[src/core/fpcd_regs.svh]
// Constants for the coprocessor command decoder: address fields and codes.
// Assumes field bit 0 is the most significant bit, bus bit [31].
`ifndef FPCD_REGS_SVH
`define FPCD_REGS_SVH
`define FPCD_SEG_ID 8'hff
`define FPCD_LOW_FIX 12'hff0
`define FPCD_RSV_ZERO 4'h0
`define FPCD_XFER_WORD 2'b10
`define FPCD_SRC_NONE 2'b00
`define FPCD_SRC_OP2 2'b01
`define FPCD_SRC_OP1 2'b10
`define FPCD_SRC_RSV 2'b11
`define FPCD_FMT_LONG 2'b00
`define FPCD_FMT_SHORT 2'b01
`define FPCD_FMT_CVT 2'b11
`define FPCD_FMT_CVT_LS 2'b10
`define FPCD_GRP_ARITH 2'b01
`define FPCD_GRP_CVT 2'b00
`define FPCD_OP_ADD 4'h0
`define FPCD_OP_COPY 4'h1
`define FPCD_OP_CMP 4'h2
`define FPCD_OP_DIV 4'h8
`define FPCD_OP_ABS 4'hd
`define FPCD_CV_W2L 4'h0
`define FPCD_CV_W2S 4'h1
`define FPCD_CV_L2S 4'h5
`define FPCD_CV_S2L 4'h6
`define FPCD_CV_FLR 4'hf
`define FPCD_EXC_ILLEGAL 3'h7
`define FPCD_EXC_PRIV 3'h7
`endif

[src/core/fpcd_pkg.sv]
// Types shared by the command decoder.
// Assumes the constants header is compiled alongside.
package fpcd_pkg;
  typedef enum logic [3:0] {
    FPCD_NOP, FPCD_MAG, FPCD_SUM, FPCD_CMP, FPCD_MOVE, FPCD_QUOT,
    FPCD_WIDEN, FPCD_NARROW, FPCD_I2S, FPCD_I2L, FPCD_FLOOR, FPCD_BAD
  } fpcd_op_t;
  typedef enum logic [1:0] {
    FPCD_IMM_NONE, FPCD_IMM_OP2, FPCD_IMM_OP1
  } fpcd_imm_t;
endpackage

[src/core/fpcd_decoder.sv]
// Command decoder for a memory-mapped floating-point coprocessor.
// Assumes one transfer strobe per cycle from the processor channel.
`include "fpcd_regs.svh"

// Functional notes
// - Exception capture holds control byte, bit 7 zero, command bits 8-31.
// - Control bits 2 and 3 equal 10 marks a four-byte transfer.
// - Operand fields index sixteen registers short or eight pairs long.
// - Long operands and results use a 64-bit register pair.
// - Immediate commands take the store data word as operand.
// - Supervisor-only commands from normal state raise exception, do nothing.
// - Immediate magnitude writes first register, result to second.
// - Add with second-operand immediate loads second, sums into second.
// - Long immediate forms write only the even high half of the routed pair.
// - Compare writes no register, sets status bits 21-22, ignores low bits.
// - Short-to-long widens into result pair, source kept.
// - Long-to-short narrows pair into second register, source kept.
// - Integer-to-short converts first register into second.
// - Integer-to-long converts first register into result pair.
// - Conversion immediate form writes first register before converting.
// - Divide puts second over first into second; immediate may be dividend.
// - Floor converts short to integer toward minus infinity into second.
// - Only addresses starting FF are commands; low 24 bits form command.
// - Bits 12-13 route immediate: none, second, first, reserved.
module fpcd_decoder (
  // Clock and reset
  input wire logic clk_in,
  input wire logic arst_n_in,
  input wire logic ce_in,
  // Processor channel
  input wire logic xfer_valid_in,
  input wire logic [31:0] addr_in,
  input wire logic [7:0] ctrl_in,
  input wire logic [31:0] data_in,
  // Dispatch
  output logic cmd_valid_out,
  output fpcd_pkg::fpcd_op_t op_out,
  output fpcd_pkg::fpcd_imm_t imm_route_out,
  output logic [31:0] imm_data_out,
  output logic src_long_out,
  output logic dst_long_out,
  output logic [3:0] op1_sel_out,
  output logic [3:0] op2_sel_out,
  output logic [3:0] imm_sel_out,
  output logic imm_wr_out,
  output logic result_wr_out,
  output logic cc_wr_out,
  // Exceptions
  output logic exc_out,
  output logic [2:0] exc_type_out,
  output logic [31:0] exception_capture_reg_out
);
  import fpcd_pkg::*;

  logic is_cmd;
  logic [1:0] src_f;
  logic [1:0] fmt_f;
  logic [3:0] grp_f;
  logic [3:0] opc_f;
  logic [3:0] r1_f;
  logic [3:0] r2_f;
  logic word_xfer;
  logic store_xfer;
  logic priv_ok;
  logic sel_ok;
  logic lng_src;
  logic lng_dst;
  logic legal;
  fpcd_op_t op_nxt;

  // Address fields, bit 0 of the manual is bit 31 here
  assign is_cmd = xfer_valid_in && addr_in[31:24] == `FPCD_SEG_ID;
  assign src_f = addr_in[19:18];
  assign fmt_f = addr_in[11:10];
  assign grp_f = addr_in[19:16];
  assign opc_f = addr_in[15:12];
  assign r1_f = addr_in[9:6];
  assign r2_f = addr_in[5:2];
  assign word_xfer = ctrl_in[5:4] == `FPCD_XFER_WORD;
  assign store_xfer = ctrl_in[6];
  // Normal state when control bit 6 set
  assign priv_ok = !ctrl_in[1];

  // Decode operation and operand lengths
  always_comb
  begin
    op_nxt = FPCD_BAD;
    lng_src = 1'b0;
    lng_dst = 1'b0;
    if (addr_in[23:20] != `FPCD_RSV_ZERO)
    begin
      op_nxt = FPCD_BAD;
    end
    else if (src_f == `FPCD_SRC_RSV)
    begin
      op_nxt = FPCD_BAD;
    end
    else if (fmt_f == `FPCD_FMT_SHORT ||
             fmt_f == `FPCD_FMT_LONG)
    begin
      lng_src = fmt_f == `FPCD_FMT_LONG;
      lng_dst = fmt_f == `FPCD_FMT_LONG;
      case (opc_f)
        `FPCD_OP_ABS: op_nxt = FPCD_MAG;
        `FPCD_OP_ADD: op_nxt = FPCD_SUM;
        `FPCD_OP_CMP: op_nxt = FPCD_CMP;
        `FPCD_OP_COPY: op_nxt = FPCD_MOVE;
        `FPCD_OP_DIV: op_nxt = FPCD_QUOT;
        default: op_nxt = FPCD_BAD;
      endcase
    end
    else if (fmt_f == `FPCD_FMT_CVT)
    begin
      case (opc_f)
        `FPCD_CV_S2L:
        begin
          op_nxt = FPCD_WIDEN;
          lng_dst = 1'b1;
        end
        `FPCD_CV_W2S: op_nxt = FPCD_I2S;
        `FPCD_CV_W2L:
        begin
          op_nxt = FPCD_I2L;
          lng_dst = 1'b1;
        end
        `FPCD_CV_FLR: op_nxt = FPCD_FLOOR;
        default: op_nxt = FPCD_BAD;
      endcase
    end
    else
    begin
      if (opc_f == `FPCD_CV_L2S)
      begin
        op_nxt = FPCD_NARROW;
        lng_src = 1'b1;
      end
    end
  end

  // Group bits 12-15 must match the operation class
  logic grp_ok;
  always_comb
  begin
    grp_ok = 1'b0;
    if (fmt_f == `FPCD_FMT_CVT || fmt_f == `FPCD_FMT_CVT_LS)
    begin
      if (grp_f[1:0] != `FPCD_GRP_CVT)
      begin
        grp_ok = 1'b0;
      end
      else if (grp_f[3:2] == `FPCD_SRC_NONE)
      begin
        grp_ok = 1'b1;
      end
      else if (grp_f[3:2] == `FPCD_SRC_OP1)
      begin
        grp_ok = 1'b1;
      end
    end
    else
    begin
      grp_ok = grp_f[1:0] == `FPCD_GRP_ARITH;
    end
  end

  // Long selectors need lowest bit zero; compare ignores low two bits
  assign sel_ok = !((lng_src && r1_f[0]) ||
                    (lng_dst && op_nxt != FPCD_CMP && r2_f[0]) ||
                    (lng_dst && op_nxt == FPCD_CMP && r2_f[0]));
  assign legal = op_nxt != FPCD_BAD && sel_ok && word_xfer && store_xfer;

  // Supervisor-only encodings are outside this decoder's set
  logic needs_su;
  assign needs_su = 1'b0;

  // Command dispatched at this edge
  logic take_ok;
  assign take_ok = is_cmd && legal && grp_ok &&
                   (priv_ok || !needs_su);

  // Selectors and routing for the command on the channel
  logic [3:0] op1_sel_nxt;
  logic [3:0] op2_sel_nxt;
  logic [3:0] imm_sel_nxt;
  fpcd_imm_t imm_route_nxt;
  always_comb
  begin
    op1_sel_nxt = r1_f;
    op2_sel_nxt = r2_f;
    if (lng_src)
    begin
      op1_sel_nxt = {r1_f[3:1], 1'b0};
    end
    if (lng_dst)
    begin
      op2_sel_nxt = {r2_f[3:1], 1'b0};
    end
    case (src_f)
      `FPCD_SRC_OP1: imm_route_nxt = FPCD_IMM_OP1;
      `FPCD_SRC_OP2: imm_route_nxt = FPCD_IMM_OP2;
      default: imm_route_nxt = FPCD_IMM_NONE;
    endcase
    // Immediate lands in even (high) register of a long pair
    if (src_f == `FPCD_SRC_OP2)
    begin
      imm_sel_nxt = op2_sel_nxt;
    end
    else
    begin
      imm_sel_nxt = op1_sel_nxt;
    end
  end

  // Dispatch strobes, one cycle each
  always_ff @(posedge clk_in or negedge arst_n_in)
  begin
    if (!arst_n_in)
    begin
      cmd_valid_out <= 1'b0;
      imm_wr_out <= 1'b0;
      result_wr_out <= 1'b0;
      cc_wr_out <= 1'b0;
    end
    else if (ce_in)
    begin
      cmd_valid_out <= take_ok;
      imm_wr_out <= take_ok && src_f != `FPCD_SRC_NONE;
      result_wr_out <= take_ok && op_nxt != FPCD_CMP;
      cc_wr_out <= take_ok && op_nxt == FPCD_CMP;
    end
  end

  // Operation and operand lengths, held until the next command
  always_ff @(posedge clk_in or negedge arst_n_in)
  begin
    if (!arst_n_in)
    begin
      op_out <= FPCD_NOP;
      src_long_out <= 1'b0;
      dst_long_out <= 1'b0;
    end
    else if (ce_in && take_ok)
    begin
      op_out <= op_nxt;
      src_long_out <= lng_src;
      dst_long_out <= lng_dst;
    end
  end

  // Register selectors and immediate routing
  always_ff @(posedge clk_in or negedge arst_n_in)
  begin
    if (!arst_n_in)
    begin
      op1_sel_out <= 4'h0;
      op2_sel_out <= 4'h0;
      imm_sel_out <= 4'h0;
      imm_route_out <= FPCD_IMM_NONE;
    end
    else if (ce_in && take_ok)
    begin
      op1_sel_out <= op1_sel_nxt;
      op2_sel_out <= op2_sel_nxt;
      imm_sel_out <= imm_sel_nxt;
      imm_route_out <= imm_route_nxt;
    end
  end

  // Immediate data word
  always_ff @(posedge clk_in or negedge arst_n_in)
  begin
    if (!arst_n_in)
    begin
      imm_data_out <= 32'h0000_0000;
    end
    else if (ce_in && is_cmd && src_f != `FPCD_SRC_NONE)
    begin
      imm_data_out <= data_in;
    end
  end

  // Exception capture of the last command
  always_ff @(posedge clk_in or negedge arst_n_in)
  begin
    if (!arst_n_in)
    begin
      exception_capture_reg_out <= 32'h0000_0000;
    end
    else if (ce_in && is_cmd)
    begin
      // Control byte in 0-7 with bit 7 zero, command bits 8-31
      exception_capture_reg_out <= {ctrl_in[7:1], 1'b0,
                                    addr_in[23:0]};
    end
  end

  // Exception report
  always_ff @(posedge clk_in or negedge arst_n_in)
  begin
    if (!arst_n_in)
    begin
      exc_out <= 1'b0;
      exc_type_out <= 3'h0;
    end
    else if (ce_in)
    begin
      exc_out <= 1'b0;
      if (is_cmd)
      begin
        if (!(legal && grp_ok))
        begin
          exc_out <= 1'b1;
          exc_type_out <= `FPCD_EXC_ILLEGAL;
        end
        else if (needs_su && !priv_ok)
        begin
          exc_out <= 1'b1;
          exc_type_out <= `FPCD_EXC_PRIV;
        end
        else
        begin
          exc_type_out <= 3'h0;
        end
      end
    end
  end
endmodule

[config.mk]
export PLATFORM = sky130hd
export DESIGN_NAME = fpcd_decoder
export DESIGN_NICKNAME = d
export VERILOG_FILES = /design/src/core/fpcd_pkg.sv /design/src/core/fpcd_decoder.sv
export VERILOG_INCLUDE_DIRS = /design/src /design/src/core
export SDC_FILE = /design/constraint.sdc
export NUM_CORES = 1
export LEC_CHECK = 0
export BUFFER_PORTS_ARGS = -buffer_cell sky130_fd_sc_hd__buf_2
export CAP_MARGIN = 15
export CELL_PAD_IN_SITES_DETAIL_PLACEMENT = 1
export CELL_PAD_IN_SITES_GLOBAL_PLACEMENT = 1
export CORE_AREA = 2 2 102 104
export DETAILED_ROUTE_END_ITERATION = 16
export DIE_AREA = 0 0 104 106
export PLACE_DENSITY = 0.8
export SLEW_MARGIN = 40
export SYNTH_ARGS = -nofsm -noshare
export SYNTH_HDL_FRONTEND = slang
export SYNTH_SLANG_ARGS = --single-unit
[constraint.sdc]
create_clock -name clk_in -period 1.85 [get_ports clk_in]
set_input_delay 0.37 -clock clk_in [delete_from_list [all_inputs] [get_ports clk_in]]
set_output_delay 0.37 -clock clk_in [all_outputs]
set_load 0.02 [all_outputs]
# After elaboration in Yosys (flattened, before gate mapping)

Index checks and enable logic that the tools add are counted.

Equal/unequal tests: 19
Multiplexer cells: 28
Reductions and logical operators: 31

Operators by type and width:

| cell                                                             | count |
|---|---|
| 4-bit two-way mux                                                | 6 |
| 4-bit case mux with 5 select lines                               | 1 |
| 1-bit logical AND                                                | 18 |
| 1-bit two-way mux                                                | 18 |
| 4-bit case mux with 4 select lines                               | 1 |
| 4-bit == test (second input constant)                            | 3 |
| 2-bit == test (second input constant)                            | 5 |
| 4-bit by 2-bit == test with 1-bit output (second input constant) | 2 |
| 4-bit by 3-bit == test with 1-bit output (second input constant) | 2 |
| 8-bit == test (second input constant)                            | 1 |
| 2-bit by 1-bit == test with 1-bit output (second input constant) | 3 |
| 4-bit by 1-bit == test with 1-bit output (second input constant) | 1 |
| 2-bit logical NOT                                                | 2 |
| 4-bit logical NOT                                                | 1 |
| 1-bit logical OR                                                 | 4 |
| 4-bit by 2-bit != test with 1-bit output (second input constant) | 1 |
| 4-bit != test (second input constant)                            | 1 |
| 2-bit case mux with 2 select lines                               | 1 |
| 2-bit nonzero test                                               | 2 |
| 4-bit nonzero test                                               | 1 |
| 3-bit two-way mux                                                | 1 |
| 2-bit AND reduction                                              | 1 |
| 2-bit OR reduction                                               | 1 |
| 1-bit logical NOT                                                | 1 |

Flip-flop bits (word level): 91
Input port bits: 76
Output and inout bits: 92
Logic and storage cells: 93

# Logic depth before layout (Yosys ltp)

Depth after elaboration: 18
Depth in mapped cells: 8
Depth with buffers taken out: 6

# Worst setup path before layout

No wires, ideal clock.

Path type: input-to-reg
Start point: input addr_in[21]
End point: register imm_route_out[0]
Setup time: 0.125 ns
Arrival: 2.090 ns
Required time: 1.725 ns
Path slack: -0.365 ns
Stages on the path: 6
Path buffers: 1
Cell sequence: or4_1 a21o_1 a2111oi_4 o311ai_1 buf_6 mux2_4

Word-level cells in the longest chain between the ends: 14
Elaborated cells on any way between the ends: 21
Those cells by class: 3 x eq/ne; 3 x mux; 15 x reduce/logical

RTL lines:

| item                                     | line                | text |
|---|---|---|
| start, declared                          | fpcd_decoder.sv:32  | `input wire logic [31:0] addr_in,` |
| 4-bit nonzero test (no source line) (*)  | -                   |  |
| 4-bit two-way mux                        | fpcd_decoder.sv:90  | `` if (addr_in[23:20] != `FPCD_RSV_ZERO) `` |
| 4-bit by 2-bit != test with 1-bit output | fpcd_decoder.sv:168 | `(lng_dst && op_nxt != FPCD_CMP && r2_f[0]) \|\|` |
| 1-bit logical AND (2 in a row)           | fpcd_decoder.sv:168 |  |
| 1-bit logical OR                         | fpcd_decoder.sv:167 | `assign sel_ok = !((lng_src && r1_f[0]) \|\|` |
| 1-bit logical OR                         | fpcd_decoder.sv:168 |  |
| 1-bit logical NOT                        | fpcd_decoder.sv:167 |  |
| 1-bit logical AND (*) (3 in a row)       | fpcd_decoder.sv:170 | `assign legal = op_nxt != FPCD_BAD && sel_ok && word_xfer && store_xfer;` |
| 1-bit logical AND (*) (2 in a row)       | fpcd_decoder.sv:178 | `assign take_ok = is_cmd && legal && grp_ok &&` |
| 1-bit logical AND (*)                    | fpcd_decoder.sv:260 | `else if (ce_in && take_ok)` |
| end signal, assigned                     | fpcd_decoder.sv:265 | `imm_route_out <= imm_route_nxt;` |
| end, declared                            | fpcd_decoder.sv:38  | `output fpcd_pkg::fpcd_imm_t imm_route_out,` |

Mark *: on every way between the ends. The rest lies on a longest branch, timed or not.
A chain may end at the register's enable or synchronous reset.

# Worst setup path after layout

Start point: input addr_in[21]
End point: register op2_sel_out[3]

Word-level cells in the longest chain between the ends: 14
Elaborated cells on any way between the ends: 21
Those cells by class: 3 x eq/ne; 3 x mux; 15 x reduce/logical

RTL lines:

| item                                     | line                | text |
|---|---|---|
| 4-bit nonzero test (no source line) (*)  | -                   |  |
| 4-bit two-way mux                        | fpcd_decoder.sv:90  |  |
| 4-bit by 2-bit != test with 1-bit output | fpcd_decoder.sv:168 |  |
| 1-bit logical AND (2 in a row)           | fpcd_decoder.sv:168 |  |
| 1-bit logical OR                         | fpcd_decoder.sv:167 |  |
| 1-bit logical OR                         | fpcd_decoder.sv:168 |  |
| 1-bit logical NOT                        | fpcd_decoder.sv:167 |  |
| 1-bit logical AND (*) (3 in a row)       | fpcd_decoder.sv:170 |  |
| 1-bit logical AND (*) (2 in a row)       | fpcd_decoder.sv:178 |  |
| 1-bit logical AND (*)                    | fpcd_decoder.sv:260 |  |
| end signal, assigned                     | fpcd_decoder.sv:263 | `op2_sel_out <= op2_sel_nxt;` |
| end, declared                            | fpcd_decoder.sv:43  | `output logic [3:0] op2_sel_out,` |

Marks and branches as above.

==> flow_results.org <==
** Synth
- The mapped netlist covers 0.00380 sq mm.
- Synth Instances :: 283
- Yosys mapped the design onto 43 distinct sky130hd cell types.
- The synthesized design contains 89 register bits.
- Sequential fraction of the synthesis area :: 58.7%
- During synthesis, Yosys emitted a total of 0 warnings.
- After synthesis, the mean cell area works out to 13.4 sq um.
- Post-Synthesis Net Count :: 359

** Drt
- The count of nets left with antenna violations once routing finished came out at 0.
- In the final routed layout, each cell accounts on average for 17.4 microns.
- Detailed routing inserted a total of 3132 vias.
- Post-detailed-routing wire length :: 10900 microns
- DRC marker count from the first detailed-route iteration :: 58
- Remaining design rule violation count :: 0
- Number of detailed-route iterations in the first pass :: 4
- Using the TritonRoute via totals, the vias-per-cell ratio works out to 4.97.

** GRT
- The initial antenna violation count came to 0.
- Maximum number of pins on one net before global-route repair :: 90
- After global routing the overflow that remains totals 0.
- Vias in the first global route :: 3472
- Total track usage :: 20.6%
- The first global-routing pass estimated 17900 microns of wire.

** Timing
- Derived from the worst setup path, the maximum achievable clock frequency is 504 MHz.
- Post-route clock skew :: 0 ns
- The number of max-slew violations in the final report was 0.
- The hold violation count in the final report is 0.
- Min cycle time layout :: 1.98 ns
- Summed over all failing endpoints, the final setup total negative slack is -1.68 ns.
- Setup violations remaining at the end of the flow were counted as 18.
- RSZ-0062 raised after global routing :: yes
- Post-layout worst setup margin :: -0.133 ns
- Of the available clock period, the critical path in the final layout requires 107%.

** Clock tree
- Clock-pin slew was measured on the worst setup and hold paths at 0.09 ns.
- Number of sinks on the clock net :: 89
- The clock tree synthesis step divided the H-tree into 3 levels.
- Worst-Skew Late Latency :: 0.35 ns
- TritonCTS built the clock tree.
- The tree is rooted in a clkbuf_8.
- Clock Tree Buf Depth :: 2
- TritonCTS created 9 clock buffers.

** Job
- The tool flagged a number of max-cap violations equal to 0.

** Critical path
- Nature of the critical path startpoint :: input port
- Critical Path Start :: addr_in[21]
- The endpoint identified for the worst register-to-register timing path is exception_capture_reg_out[15].
- Required @ worst endpoint :: 2.10 ns
- Of all nets on the critical path, the largest fanout is 8.
- Startpoint of the most critical register-to-register path :: exception_capture_reg_out[15]
- Path type of the worst setup path :: in -> reg
- Critical path endpoint category :: flop
- Number of cells on the worst reg-to-reg path :: 1
- For the worst setup path, the data arrival time is 2.23 ns.
- The critical path ends at op2_sel_out[3].
- R2r setup slk :: 1.05 ns

** Floorplan
- Effective utilization at floorplan :: 38.0%
- From left edge to right edge, the die measures 104 microns.
- Die ar. :: 0.0110 sq mm
- Cell row count :: 37
- The region available for standard cell placement spans 0.0100 sq mm.
- In this run the count of I/O pins placed on the die edge is 168.
- In this run the vertical extent of the chip is 106 microns.

** Power
- The internal portion of the total power is 2.92 mW.
- Sequential cells burn 51.9% of the power.
- Across the VDD grid, the largest voltage drop is 0.000495 V.
- Sw Share :: 24.1%
- Switching pwr :: 925 uW
- Power density over cell area :: 700 mW/mm^2
- Static Leak :: 3.08 nW
- Combinational share of power :: 10.9%
- Clock Power Share :: 37.2%

** Placement
- Detailed placement finished with a half-perimeter wire length of 8110 microns.
- At the end of routability-driven placement, the weighted congestion stood at 0.872.
- In this run, placement finished with an instance count of 609.
- After detailed placement, the total cell area comes to 0.00511 sq mm.
- Port bufs :: 165

** Cells and area
- Layout overhead on the synthesized area :: 44.7%
- After the last flow step, the layout net total stands at 566.
- Final cell area excluding filler cells :: 0.00549 sq mm
- Diodes inserted :: 0
- Of the cells placed in the final design, the portion with a size suffix greater than 1 is 66.0%.
- Most common library cell in the layout ignoring fill and taps :: buf_2
- Final Non-Filler Cells :: 630
- In the layout the commonest cells are buf_2 (162), dfrtp_1 (89), mux2_2 (64).

** Outcome
- Violations in the final reports :: negative setup slack
- The run finished, with violations left.

** Worst hold path
- Hold Path Class :: in -> async
## layer usage
metal / global-route usage (%) / part of all wire [%] / vias up
met4: 8.20 / 1.9 / 0
met2: 37.0 / 53 / 99
li1: - / - / 1429
met1: 23.2 / 39 / 1587
met3: 5.64 / 5.7 / 17
met5: 0 / 0 / -
## worst min-delay path by stage
stage | cells past startpoint | slack (ns) | from | endpoint
5_1_grt | 2 | 0.05 | arst_n_in | imm_data_out[25]
4_1_cts | 2 | 0.05 | arst_n_in | imm_sel_out[0]
6_report | 2 | 0.04 | arst_n_in | exception_capture_reg_out[31]
3_3_place_gp | 2 | 0.44 | arst_n_in | exception_capture_reg_out[1]
3_5_place_dp | 2 | 0.45 | arst_n_in | imm_data_out[25]
2_1_floorplan | 0 | 0.07 | arst_n_in | cc_wr_out
## synthesized netlist by cell type
master,count,area [sq um]
o2bb2ai_1,3,26.3
or2_2,1,6.26
buf_1,2,7.51
o21a_1,2,15.0
xor2_1,1,8.76
o22ai_1,3,18.8
a31oi_1,2,12.5
o21ai_0,13,65.1
clkbuf_1,7,26.3
buf_2,6,30.0
nor4_1,1,6.26
a2111oi_4,1,27.5
nor4b_1,1,8.76
o41ai_1,1,8.76
dfrtp_1,89,2230
buf_4,3,22.5
nor2_1,9,33.8
a211o_1,1,8.76
nor3_1,4,20.0
buf_6,1,11.3
conb_1,1,3.75
nor3_2,1,10.0
and2_1,1,6.26
inv_1,3,11.3
or4bb_1,2,22.5
nand2_1,18,67.6
mux2_4,7,105
a22o_1,2,17.5
nand3_1,4,20.0
mux2i_1,4,40.0
a21o_1,3,22.5
nand4_1,4,25.0
nand2b_1,4,25.0
a211oi_1,2,15.0
o311ai_1,1,8.76
a21oi_1,3,15.0
a31o_2,1,8.76
nand4b_1,2,17.5
nand4bb_1,1,11.3
nor2b_1,1,6.26
mux2_2,64,721
or4_1,2,15.0
a32o_1,1,10.0
## cell families (layout without fill, tap and decap cells)
logic type      count (synthesis)  count (layout)  synth area share, %
compound gates                 39              39                 7.38
xor+xnor                        1               1                0.231
buf+inv                        22             233                 2.87
mux                            75              75                 22.8
flops                          89              89                 58.7
other cells                     1               1               0.0988
simple gates                   56              56                 7.94
## sequential cells by signal (all words and copies together), names as in the netlist
| name | count |
|---|---|
| exc_out | 1 |
| result_wr_out | 1 |
| cmd_valid_out | 1 |
| cc_wr_out | 1 |
| exception_capture_reg_out | 31 |
| imm_sel_out | 4 |
| imm_wr_out | 1 |
| op_out | 4 |
| op1_sel_out | 4 |
| src_long_out | 1 |
| imm_route_out | 2 |
| dst_long_out | 1 |
| exc_type_out | 1 |
| imm_data_out | 32 |
| op2_sel_out | 4 |
## through the flow
step | worst slack [ns] | total power, mW | hold WS, ns | utilization [%]
2_1_floorplan | -0.341 | 2.19 | 0.0744 | -
3_3_place_gp | -0.537 | 2.42 | 0.443 | 51.1
3_5_place_dp | -0.629 | 2.44 | 0.454 | 51.1
4_1_cts | -0.226 | 3.90 | 0.0531 | 54.5
5_1_grt | -0.161 | 4.02 | 0.0519 | 54.9
6_report | -0.133 | 3.84 | 0.0352 | 54.9
## layout make-up
class | instances | area [sq um]
fillers | 1103 | 4510
well taps | 136 | 170
inverters | 3 | 11.3
multi-input cells | 172 | 1570
clock buffers | 10 | 128
clock inverters | 5 | 81.3
repair buffers | 215 | 1300
flip-flops and latches | 89 | 2230
## critical path, cell delays in order
cell       delay [ns]
buf_6            0.09
or4_4            0.54
a21o_1           0.21
a2111oi_4        0.30
o311ai_4         0.22
buf_12           0.20
mux2_4           0.30
## power groups by stage
stage	Combinational (mW)	Sequential, mW	Clock, mW
floorplan	0.115	2.08	0
global placement	0.390	2.03	0
detailed placement	0.408	2.03	0
CTS	0.417	2.00	1.49
global route	0.457	2.00	1.56
finish	0.419	1.99	1.43
## what timing repair did
item                                    CTS  global route
endpoints found under the setup margin   25            26
pin swaps                                 7             5
resized for setup                        19            13
buffers inserted                          5             1
endpoints found under the hold margin     0             0
hold buffers                              0             0
gates cloned                              1             0
(Power assumes the default switching activity.)
